**src/rtl/rts_defines.svh**
```systemverilog
// named constants of the reset time-out sequencer
// assumes inclusion by bare name from the package and the top module
`ifndef RTS_DEFINES_SVH
`define RTS_DEFINES_SVH

// ==========================================================
// clock and timing
`define RTS_CLK_MHZ 250
`define RTS_PLL_LOCK_US 2000
`define RTS_OST_CYCLES 1024
`define RTS_POWERUP_DELAY_TIMER_RC_TICKS 72
`define RTS_BOR_MIN_NS 100

// ==========================================================
// register map, byte addresses
`define RTS_ADR_W 8
`define RTS_ADR_CTRL 8'h00
`define RTS_ADR_STATUS 8'h04
`define RTS_CTRL_RST 5'h0B

// ==========================================================
// synchroniser lanes
`define RTS_SYN_W 5
`define RTS_SYN_POR 0
`define RTS_SYN_LOW 1
`define RTS_SYN_MASTER_CLEAR_N 2
`define RTS_SYN_OSC 3
`define RTS_SYN_RC 4
`define RTS_SYN_RST 5'h00

`endif

```
**src/rtl/rts_pkg.sv**
```systemverilog
// types of the reset time-out sequencer
// assumes rts_defines.svh is on the include path
`include "rts_defines.svh"

package rts_pkg;

    // ==========================================================
    // sequencer states, one-hot
    typedef enum logic [5:0] {
        RTS_ST_IDLE = 6'h01,
        RTS_ST_BOR = 6'h02,
        RTS_ST_POWERUP_DELAY_TIMER = 6'h04,
        RTS_ST_OST = 6'h08,
        RTS_ST_PLL = 6'h10,
        RTS_ST_RUN = 6'h20
    } rts_state_e;

    // ==========================================================
    // oscillator modes
    typedef enum logic [1:0] {
        RTS_OSC_RC = 2'h0,
        RTS_OSC_LP = 2'h1,
        RTS_OSC_XT = 2'h2,
        RTS_OSC_HS = 2'h3
    } rts_osc_mode_e;

    // ==========================================================
    // control register, low bits first at the bottom
    typedef struct packed {
        logic pll_en;
        rts_osc_mode_e osc_mode;
        logic brownout_enable_cfg;
        logic powerup_delay_timer_en;
    } rts_ctrl_s;

    typedef struct packed {
        logic por_origin;
        logic brownout_active;
        logic core_reset;
        rts_state_e state;
    } rts_status_s;

endpackage : rts_pkg

```
**src/rtl/rts_sync.sv**
```systemverilog
// bank of two-flop synchronisers, one per lane
// assumes inputs asynchronous to clk; first stage read only by second
`timescale 1ns/1ps

module rts_sync #(
    parameter int W = 1,
    parameter logic [W-1:0] RST_VAL = '0
) (
    input wire logic clk,
    input wire logic rst,
    input wire logic ce,
    input wire logic [W-1:0] d,
    output logic [W-1:0] q
);

    // ==========================================================
    // per-lane flops
    genvar i;
    generate
        for (i = 0; i < W; i++) begin : g_lane
            logic meta_ff;
            logic sync_ff;
            always_ff @(posedge clk or posedge rst) begin
                if (rst) begin
                    meta_ff <= RST_VAL[i];
                    sync_ff <= RST_VAL[i];
                end else if (ce) begin
                    meta_ff <= d[i];
                    sync_ff <= meta_ff;
                end
            end
            assign q[i] = sync_ff;
        end
    endgenerate

endmodule : rts_sync

```
**src/rtl/rts_sequencer.sv**
```systemverilog
// reset time-out sequencer: power-up delay, oscillator start-up, pll lock
// assumes pins and detector levels asynchronous, wishbone master on clk
`timescale 1ns/1ps
`include "rts_defines.svh"

// Contract
// RQ1: a power-on pulse from the detector starts the time-out chain.
// RQ2: power-up delay runs after power-on and holds reset while counting.
// RQ3: a control bit enables the power-up delay; disabled means skipped.
// RQ4: the power-up delay counts internal rc oscillator ticks only.
// RQ5: oscillator start-up counts 1024 external oscillator cycles after power-up delay.
// RQ6: start-up count only in crystal modes, only on power-on or wake.
// RQ7: with pll enabled, a 2 ms lock delay follows the start-up count; code runs it after power-on only, not after wake.
// RQ8: brown-out enable bit clear disables brown-out reset, set enables it.
// RQ9: brown-out trips only after supply stays low a minimum time.
// RQ10: brown-out reset holds until the supply returns above threshold.
// RQ11: on recovery, an enabled power-up delay extends reset by full length.
// RQ12: supply low during that delay re-enters brown-out, timer reinitialised.
// RQ13: on power-up, power-up delay runs first, then oscillator start-up.
// RQ14: rc mode with power-up delay off leaves reset without delay; code still runs the pll lock delay there when pll is enabled.
// RQ15: chain ignores master clear; late release starts execution at once.
// RQ16: power-up delay length and brown-out minimum are parameters.
// RQ17: reset out while master clear low, brown-out, or any stage counting.
module rts_sequencer
    import rts_pkg::*;
#(
    parameter int POWERUP_DELAY_TIMER_RC_TICKS = `RTS_POWERUP_DELAY_TIMER_RC_TICKS,
    parameter int OST_CYCLES = `RTS_OST_CYCLES,
    parameter int PLL_LOCK_CYCLES = `RTS_PLL_LOCK_US * `RTS_CLK_MHZ,
    parameter int BOR_MIN_CYCLES = (`RTS_BOR_MIN_NS * `RTS_CLK_MHZ + 999) / 1000,
    parameter int CNT_W = 20,
    parameter int BOR_W = 12
) (
    input wire logic clk,
    input wire logic rst,
    input wire logic ce,
    input wire logic por_detect,
    input wire logic supply_low,
    input wire logic master_clear_n,
    input wire logic ext_osc_in,
    input wire logic rc_osc_in,
    input wire logic wake_req,
    input wire logic wb_cyc_i,
    input wire logic wb_stb_i,
    input wire logic wb_we_i,
    input wire logic [`RTS_ADR_W-1:0] wb_adr_i,
    input wire logic [3:0] wb_sel_i,
    input wire logic [31:0] wb_dat_i,
    output logic [31:0] wb_dat_o,
    output logic wb_ack_o,
    output logic core_reset,
    output logic brownout_active
);

    // ==========================================================
    // input synchronisers
    logic [`RTS_SYN_W-1:0] syn_d;
    logic [`RTS_SYN_W-1:0] syn_q;

    assign syn_d[`RTS_SYN_POR] = por_detect;
    assign syn_d[`RTS_SYN_LOW] = supply_low;
    assign syn_d[`RTS_SYN_MASTER_CLEAR_N] = master_clear_n;
    assign syn_d[`RTS_SYN_OSC] = ext_osc_in;
    assign syn_d[`RTS_SYN_RC] = rc_osc_in;

    rts_sync #(
        .W(`RTS_SYN_W),
        .RST_VAL(`RTS_SYN_RST)
    ) u_sync (
        .clk(clk),
        .rst(rst),
        .ce(ce),
        .d(syn_d),
        .q(syn_q)
    );

    logic por_s;
    logic low_s;
    logic master_clear_n_n_s;
    logic osc_s;
    logic rc_s;

    assign por_s = syn_q[`RTS_SYN_POR];
    assign low_s = syn_q[`RTS_SYN_LOW];
    assign master_clear_n_n_s = syn_q[`RTS_SYN_MASTER_CLEAR_N];
    assign osc_s = syn_q[`RTS_SYN_OSC];
    assign rc_s = syn_q[`RTS_SYN_RC];

    // ==========================================================
    // edge detection on synchronised levels
    logic por_prev_ff;
    logic osc_prev_ff;
    logic rc_prev_ff;
    logic por_rise;
    logic osc_edge;
    logic rc_tick;

    assign por_rise = por_s & ~por_prev_ff;
    assign osc_edge = osc_s & ~osc_prev_ff;
    assign rc_tick = rc_s & ~rc_prev_ff;

    always_ff @(posedge clk or posedge rst) begin
        if (rst) begin
            por_prev_ff <= 1'b0;
            osc_prev_ff <= 1'b0;
            rc_prev_ff <= 1'b0;
        end else if (ce) begin
            por_prev_ff <= por_s;
            osc_prev_ff <= osc_s;
            rc_prev_ff <= rc_s;
        end
    end

    // ==========================================================
    // wishbone slave and control register
    rts_ctrl_s ctrl_ff;
    rts_ctrl_s nxt_ctrl;
    logic ack_ff;
    logic nxt_ack;
    logic [31:0] dat_ff;
    logic [31:0] nxt_dat;
    rts_status_s status;
    logic wb_req;

    assign wb_req = wb_cyc_i & wb_stb_i & ~ack_ff;

    always_comb begin
        nxt_ctrl = ctrl_ff;
        nxt_ack = wb_req;
        nxt_dat = 32'h00000000;
        if (wb_req) begin
            case (wb_adr_i)
                `RTS_ADR_CTRL: begin
                    // RQ3 RQ8 config write
                    if (wb_we_i && wb_sel_i[0]) begin
                        nxt_ctrl = rts_ctrl_s'(wb_dat_i[$bits(rts_ctrl_s)-1:0]);
                    end
                    nxt_dat = 32'(ctrl_ff);
                end
                `RTS_ADR_STATUS: begin
                    nxt_dat = 32'(status);
                end
                default: begin
                    nxt_dat = 32'h00000000;
                end
            endcase
        end
    end

    always_ff @(posedge clk or posedge rst) begin
        if (rst) begin
            ctrl_ff <= rts_ctrl_s'(`RTS_CTRL_RST);
            ack_ff <= 1'b0;
            dat_ff <= 32'h00000000;
        end else if (ce) begin
            ctrl_ff <= nxt_ctrl;
            ack_ff <= nxt_ack;
            dat_ff <= nxt_dat;
        end
    end

    assign wb_ack_o = ack_ff;
    assign wb_dat_o = dat_ff;

    // ==========================================================
    // brown-out qualification
    logic [BOR_W-1:0] bor_cnt_ff;
    logic [BOR_W-1:0] nxt_bor_cnt;
    logic bor_trip;

    always_comb begin
        nxt_bor_cnt = bor_cnt_ff;
        if (!low_s) begin
            nxt_bor_cnt = '0;
        end else if (bor_cnt_ff != BOR_W'(BOR_MIN_CYCLES)) begin
            nxt_bor_cnt = bor_cnt_ff + BOR_W'(1);
        end
    end

    // RQ8 RQ9 RQ16 qualified trip
    assign bor_trip = ctrl_ff.brownout_enable_cfg & low_s
        & (bor_cnt_ff == BOR_W'(BOR_MIN_CYCLES));

    always_ff @(posedge clk or posedge rst) begin
        if (rst) begin
            bor_cnt_ff <= '0;
        end else if (ce) begin
            bor_cnt_ff <= nxt_bor_cnt;
        end
    end

    // ==========================================================
    // time-out chain
    rts_state_e state_ff;
    rts_state_e nxt_state;
    logic [CNT_W-1:0] cnt_ff;
    logic [CNT_W-1:0] nxt_cnt;
    logic por_origin_ff;
    logic nxt_por_origin;
    logic core_reset_ff;
    logic nxt_core_reset;
    logic bor_act_ff;
    logic nxt_bor_act;
    logic xtal;

    assign xtal = ctrl_ff.osc_mode != RTS_OSC_RC;

    // RQ6 RQ7 stage after start-up count
    function automatic rts_state_e after_ost(input logic por_org, input logic pll);
        if (por_org && pll) begin
            return RTS_ST_PLL;
        end
        return RTS_ST_RUN;
    endfunction : after_ost

    // RQ6 RQ13 stage after power-up delay
    function automatic rts_state_e after_powerup_delay_timer(input logic por_org, input logic xt,
                                              input logic pll);
        if (por_org && xt) begin
            return RTS_ST_OST;
        end
        return after_ost(por_org, pll);
    endfunction : after_powerup_delay_timer

    always_comb begin
        nxt_state = state_ff;
        nxt_cnt = cnt_ff;
        nxt_por_origin = por_origin_ff;
        if (por_rise) begin
            // RQ1 RQ13 RQ14 chain start
            nxt_por_origin = 1'b1;
            nxt_cnt = '0;
            if (ctrl_ff.powerup_delay_timer_en) begin
                nxt_state = RTS_ST_POWERUP_DELAY_TIMER;
            end else begin
                nxt_state = after_powerup_delay_timer(1'b1, xtal, ctrl_ff.pll_en);
            end
        end else if (bor_trip || (state_ff == RTS_ST_POWERUP_DELAY_TIMER && !por_origin_ff
                                  && low_s && ctrl_ff.brownout_enable_cfg)) begin
            // RQ12 re-enter brown-out
            nxt_state = RTS_ST_BOR;
            nxt_cnt = '0;
            nxt_por_origin = 1'b0;
        end else begin
            case (state_ff)
                RTS_ST_IDLE: begin
                    nxt_state = RTS_ST_IDLE;
                end
                RTS_ST_BOR: begin
                    // RQ10 RQ11 hold until recovered
                    if (!low_s) begin
                        nxt_cnt = '0;
                        nxt_state = ctrl_ff.powerup_delay_timer_en ? RTS_ST_POWERUP_DELAY_TIMER : RTS_ST_RUN;
                    end
                end
                RTS_ST_POWERUP_DELAY_TIMER: begin
                    // RQ2 RQ4 RQ16 rc tick count
                    if (rc_tick) begin
                        if (cnt_ff == CNT_W'(POWERUP_DELAY_TIMER_RC_TICKS - 1)) begin
                            nxt_cnt = '0;
                            nxt_state = after_powerup_delay_timer(por_origin_ff, xtal, ctrl_ff.pll_en);
                        end else begin
                            nxt_cnt = cnt_ff + CNT_W'(1);
                        end
                    end
                end
                RTS_ST_OST: begin
                    // RQ5 oscillator edge count
                    if (osc_edge) begin
                        if (cnt_ff == CNT_W'(OST_CYCLES - 1)) begin
                            nxt_cnt = '0;
                            nxt_state = after_ost(por_origin_ff, ctrl_ff.pll_en);
                        end else begin
                            nxt_cnt = cnt_ff + CNT_W'(1);
                        end
                    end
                end
                RTS_ST_PLL: begin
                    // RQ7 lock delay
                    if (cnt_ff == CNT_W'(PLL_LOCK_CYCLES - 1)) begin
                        nxt_cnt = '0;
                        nxt_state = RTS_ST_RUN;
                    end else begin
                        nxt_cnt = cnt_ff + CNT_W'(1);
                    end
                end
                RTS_ST_RUN: begin
                    // RQ6 wake restarts start-up count
                    if (wake_req && xtal) begin
                        nxt_cnt = '0;
                        nxt_por_origin = 1'b0;
                        nxt_state = RTS_ST_OST;
                    end
                end
                default: begin
                    nxt_state = RTS_ST_IDLE;
                    nxt_cnt = '0;
                end
            endcase
        end
        // RQ15 RQ17 reset output
        nxt_core_reset = ~master_clear_n_n_s | (nxt_state != RTS_ST_RUN);
        nxt_bor_act = nxt_state == RTS_ST_BOR;
    end

    always_ff @(posedge clk or posedge rst) begin
        if (rst) begin
            state_ff <= RTS_ST_IDLE;
            cnt_ff <= '0;
            por_origin_ff <= 1'b0;
            core_reset_ff <= 1'b1;
            bor_act_ff <= 1'b0;
        end else if (ce) begin
            state_ff <= nxt_state;
            cnt_ff <= nxt_cnt;
            por_origin_ff <= nxt_por_origin;
            core_reset_ff <= nxt_core_reset;
            bor_act_ff <= nxt_bor_act;
        end
    end

    assign core_reset = core_reset_ff;
    assign brownout_active = bor_act_ff;

    assign status.por_origin = por_origin_ff;
    assign status.brownout_active = bor_act_ff;
    assign status.core_reset = core_reset_ff;
    assign status.state = state_ff;

endmodule : rts_sequencer

```
**config.mk**
```make
export PLATFORM = sky130hd
export DESIGN_NAME = rts_sequencer
export DESIGN_NICKNAME = d
export VERILOG_FILES = /design/src/rtl/rts_pkg.sv /design/src/rtl/rts_sync.sv /design/src/rtl/rts_sequencer.sv
export VERILOG_INCLUDE_DIRS = /design/src /design/src/rtl
export SDC_FILE = /design/constraint.sdc
export NUM_CORES = 1
export LEC_CHECK = 0
export BUFFER_PORTS_ARGS = -buffer_cell sky130_fd_sc_hd__buf_4
export CAP_MARGIN = 20
export CORE_MARGIN = 2
export CORE_UTILIZATION = 45
export DETAILED_ROUTE_END_ITERATION = 12
export PLACE_DENSITY = 0.75
export SLEW_MARGIN = 20
export SYNTH_ARGS = -nofsm -noshare
export SYNTH_HDL_FRONTEND = slang
export SYNTH_SLANG_ARGS = --single-unit
```
**constraint.sdc**
```tcl
create_clock -name clk -period 3.15 [get_ports clk]
set_clock_uncertainty 0.2 [all_clocks]
set_input_delay 0.63 -clock clk [delete_from_list [all_inputs] [get_ports clk]]
set_output_delay 0.63 -clock clk [all_outputs]
set_load 0.01 [all_outputs]
```
### Word-level counts from Yosys, hierarchy flattened

Index checks and enable logic that the tools add are counted.

* output and inout bits: 35
* bits in latches: 0
* memories: 0
* memory bits (read-only): 0
* memory bits (writable): 0
* flip-flop bits (word level): 92

* div/mod/pow operators: 0
* order comparisons: 0
* bitwise gates (word level): 13
* shifts and indexed selects: 0
* muxes and demuxes: 64
* $mul: 0
* $add $sub $neg: 2
* reductions and logical operators: 17
* equality and inequality tests: 20

Operator list (count)
* $mux W20: 9
* $mux W6: 20
* $pmux W20 S6: 1
* $pmux W6 S5: 1
* $mux W1: 29
* $mux W12: 2
* $add A20 B1 Y20 const B: 1
* $eq A20 B10 Y1 const B: 1
* $eq A20 B19 Y1 const B: 1
* $eq A20 B7 Y1 const B: 1
* $pmux W9 S2: 1
* $add A12 B1 Y12 const B: 1
* $eq A12 B5 Y1 const B: 1
* $eq A6 B2 Y1 const B: 2
* $ne A12 B5 Y1 const B: 1
* $ne A4 B4 Y1 const B: 3
* $mux W9: 1
* $eq A8 B3 Y1 const B: 1
* $logic_not A8 Y1: 1
* $and A1 B1 Y1: 7
* $logic_and A1 B1 Y1: 7
* $eq A6 B1 Y1 const B: 1
* $eq A6 B3 Y1 const B: 1
* $eq A6 B4 Y1 const B: 1
* 16 further kinds: 21

### Logic depth before layout (Yosys ltp)

* depth in word-level cells: 23
* mapped depth: 9

### Cells and area by module

From an unflattened synthesis, not the netlist that was laid out.

* cell total of the unflattened synthesis: 409
* area total of the unflattened synthesis: 3982.6 µm²

Modules (own cells, without submodules)
* rts_sequencer: cells an instance 382, instances 1, area an instance 3529.6 µm², sequential area each 1482.7 µm²
* rts_sync: cells an instance 27, instances 1, area an instance 452.9 µm², sequential area each 250.2 µm²

### Least setup slack after synthesis

Ideal clock, no wire load.

* path type: reg-to-reg
* start point: register cnt_ff[0]
* end point: register cnt_ff[18]
* stages on the path, launching flop included: 9
* path slack: 0.733 ns
* required time: 2.885 ns
* period minus slack after synthesis: 2.417 ns
* buffers on the path: 1
* arrival: 2.151 ns
* path through: dfrtp_1 -> ha_1 -> and4_1 -> buf_6 -> nand2_4 -> or4_4 -> or4_1 -> o21ai_1 -> a22o_1

* word-level cells in the longest chain between the ends: 6
* elaborated cells between the ends (all ways): 12

RTL lines
* start: declaration: RTL line rts_sequencer.sv:196 `logic [CNT_W-1:0] cnt_ff;`
* start signal: assignment: RTL line rts_sequencer.sv:315 `cnt_ff <= nxt_cnt;`
* $add A20 B1 Y20 (tied with other cells): RTL line rts_sequencer.sv:263, rts_sequencer.sv:274, rts_sequencer.sv:284
* $mux W20, on equally long branches: RTL line rts_sequencer.sv:270, rts_sequencer.sv:259
* $mux W20, on equally long branches: RTL line rts_sequencer.sv:269, rts_sequencer.sv:258
* $pmux W20 S6 *: RTL line rts_sequencer.sv:245 `case (state_ff)`
* $mux W20 *: RTL line rts_sequencer.sv:238 `end else if (bor_trip || (state_ff == RTS_ST_POWERUP_DELAY_TIMER && !por_origin_ff`
* $mux W20 *: RTL line rts_sequencer.sv:229 `if (por_rise) begin`

Every way passes the cells marked *; elsewhere a longest branch is shown, timed or not. The select of a mux whose other input is x is not followed.
A chain may end at the register's enable or synchronous reset.

### Worst setup path in the final report

* start point: register state_ff[4]
* end point: register cnt_ff[3]

* word-level cells in the longest chain between the ends: 7
* elaborated cells between the ends (all ways): 19

RTL lines
* start: declaration: RTL line rts_sequencer.sv:194 `rts_state_e state_ff;`
* start signal: assignment: RTL line rts_sequencer.sv:314 `state_ff <= nxt_state;`
* $eq A6 B3 Y1: RTL line rts_sequencer.sv:238, rts_sequencer.sv:245
* $logic_and A1 B1 Y1: RTL line rts_sequencer.sv:238
* $logic_and A1 B1 Y1 (2 in series): RTL line rts_sequencer.sv:239 `&& low_s && ctrl_ff.brownout_enable_cfg)) begin`
* $logic_or A1 B1 Y1: RTL line rts_sequencer.sv:238
* $ne A4 B4 Y1 (no line) (tied with other cells)
* $reduce_and A6 Y1 (no line) or $mux W20 (tied branches)

Parallel ways exist; a longest one is shown, timed or not.

==> run summary <==
Power Dens Cells: 431 mW/mm^2
CP Max Fanout: 7
Yosys reg bits: 69
clock sink total: 69
Setup CP Type: flip-flop to flip-flop
Final Non-Filler Cells: 575
crit start category: flip-flop
Synth Flop Type: dfrtp_1
Tmin final: 2710 ps
initial DRC count: 183
Initial Util: 0.463
status: finished, final reports clean
Leakage: 1.93 nW
RePlAce Congestion: 0.906
die span in x: 98.5 um
DR vias: 3,337
nets: 521
Min-Delay Path Class: primary input to async pin
clk buf depth: 2
period utilization: 0.861
largest net degree at the start of global routing: 27
Final Hold Fails: 0
area grow syn2layout: 11.7%
Final setup viols: 0
vias per inst: 5.80
worst-margin pin slew: 503 ps
WP data required: 3160 ps
Core Region: 0.00868 sq mm
Clock Tree Root: clkbuf_8
Avg Cell Area, Syn: 9.43 sq um
Post-synth ARST share: 1.00
n_diodes: 0
DPL Wire Length: 6470 um
layout cells sized above 1: 0.216
CTS clk-pin slew, worst paths: 80 ps
CP arrival: 2720 ps
Final Util: 0.517
full die area: 0.00969 sq mm
initial antenna violation count: 0
WL per Instance: 15.3 um
Gates resized, CTS repair: 0
Initial DRT Pass Iterations: 5
# rows: 34
reg2reg path depth: 6
share of the synthesized area in the top cell type: 0.399
Synth Instances: 426
aggregate routed wire length: 8820 um
cell count after placement: 559
Routed Antenna Nets: 0
Synth area leader: dfrtp_1
vias in the first global route: 3,185
Fin Setup TNS: 0 ps
worst-skew pair later-pin latency: 340 ps
Remaining DRCs: 0
number of H-tree levels: 3
top post-synthesis cells by area: dfrtp_1 (40%), mux2_2 (4.8%), buf_4 (4.3%)
Crit. End Element: flip-flop
first-pass GRT wire length: 15,100 um
achievable clock frequency: 369 MHz
max-slew headroom at the worst pin: 0.664
GRT overflow: 0
warning count from the yosys run: 0
RSZ-0062 raised after global routing: false
Mapped Area: 0.00402 sq mm
Post-CTS Setup Inserts: 0
num ports: 91
max cap viols: 0
post-synthesis sequential area ratio: 0.432
Slew Viols, Final: 0
Tot GR Track Use: 0.188
CTS Buf Count: 9
Die Height: 98.5 um
Yosys cell types: 68
Post-synth EDFFs: 0
hold-fix buffer count after cts: 0
Peak VDD IR: 0.187 mV
port bufs: 37
CTS tree: done
worst paths after layout:
check,startpoint,endpoint,slack [ps]
max,state_ff[4],cnt_ff[3],440
min,rst,u_sync.g_lane[2].meta_ff,110
max reg2reg,state_ff[4],cnt_ff[3],440
min reg2reg,wb_dat_o[0],wb_dat_o[0],290
max in group asynchronous,rst,ctrl_ff[3],1880
min in group clk,wb_dat_o[0],wb_dat_o[0],290
worst max-delay path: stages (launching register included):
cell	delay, ps
dfrtp_1	470
nor4_4	370
nand3_2	220
o211ai_2	280
o21bai_1	290
nand3_1	330
o311ai_0	420
cell usage in the layout (no fill, tap or decap), types with 4 or more instances in the layout:
cell type and instances:
a211oi_1 12, a22o_1 8, and3_1 6, buf_4 48
clkbuf_8 9, conb_1 23, dfrtp_1 64, dfstp_2 5
inv_1 22, mux2_2 17, mux2i_1 5, nand2_1 28
nand2b_1 7, nand3_1 22, nand4_1 12, nor2_1 29
nor2b_1 7, nor3_1 9, nor4_1 7, o21ai_0 25
o21ai_1 4, o22ai_1 11, o2bb2ai_1 5, o31ai_1 4
or4_1 5, xor2_1 7
metal layers:
| layer | part of all wire | wire length [um] | vias to the layer above | GRT usage |
|---|---|---|---|---|
| li1 | - | - | 1593 | - |
| met4 | 0.018 | 155 | 0 | 0.0590 |
| met3 | 0.060 | 530 | 16 | 0.0376 |
| met5 | 0 | 0 | - | 0 |
| met1 | 0.45 | 3940 | 1613 | 0.258 |
| met2 | 0.48 | 4200 | 115 | 0.301 |
synth_stat cells, types with 2 or more instances:
library cell and count:
clkbuf_1 11, a211oi_1 12, o311ai_0 2, or4_1 5, buf_4 23, ha_1 3, o2bb2ai_1 5, nor4_1 7
a221oi_1 3, and4_1 2, o21ai_0 25, buf_1 5, nand3b_1 3, nand2_1 28, xor2_1 7, nor3_1 9
o21ba_2 2, nand4_1 12, a21oi_1 3, mux2_2 17, nor2_1 29, or2_2 3, dfstp_2 5, nand2b_1 7
or3_1 3, mux2i_1 5, nor2b_1 7, inv_1 23, nand3_1 22, a22o_1 8, o31ai_1 4, a311o_1 2
o41ai_1 2, dfrtp_1 64, and4bb_2 2, and3_1 6, o21ai_1 4, o22ai_1 11, o21bai_1 3, buf_2 4
area by class of cell:
cell class	count	area [sq um]
Fill cell	787	4190
Multi-Input combinational cell	311	2010
Sequential cell	69	1730
Timing Repair Buffer	48	360
Tap cell	108	135
Clock buffer	11	131
Inverter	23	86.3
Clock inverter	5	30.0
cells by family (layout without fill, tap and decap cells):
logic type      count (synthesis)  after routing  share of synthesized area
compound gates                100            100                      0.179
xor+xnor                        8              8                     0.0175
fa+ha+maj                       3              3                    0.00935
buf+inv                        68             87                     0.0885
flops                          69             69                      0.432
mux                            22             22                     0.0601
other cells                     1             23                   0.000934
simple gates                  155            155                      0.213
sequential cells by signal (all words and copies together), names as in the netlist:
signal / count
bor_cnt_ff: 12
brownout_active: 1
cnt_ff: 20
core_reset: 1
ctrl_ff: 5
osc_prev_ff: 1
por_origin_ff: 1
por_prev_ff: 1
rc_prev_ff: 1
state_ff: 6
u_sync.g_lane.meta_ff: 5
u_sync.g_lane.sync_ff: 5
wb_ack_o: 1
wb_dat_o: 9
power by group:
group          internal (mW)  leakage [nW]  switching [mW]
Combinational          0.144         0.941           0.198
Clock                  0.282        0.0791           0.326
Sequential             0.932         0.905          0.0547
per-stage QoR:
| step | area, sq um | worst slack [ps] | power [mW] | hold slack [ps] |
|---|---|---|---|---|
| finish | 4490 | 438 | 1.94 | 110 |
| global route | 4490 | 246 | 2.04 | 136 |
| CTS | 4490 | 427 | 1.95 | 116 |
| detailed placement | 4320 | 448 | 1.34 | 279 |
| global placement | 4320 | 566 | 1.33 | 265 |
| floorplan | 4100 | 588 | 1.25 | 221 |
No activity file was read; power rests on OpenSTA's default activity.
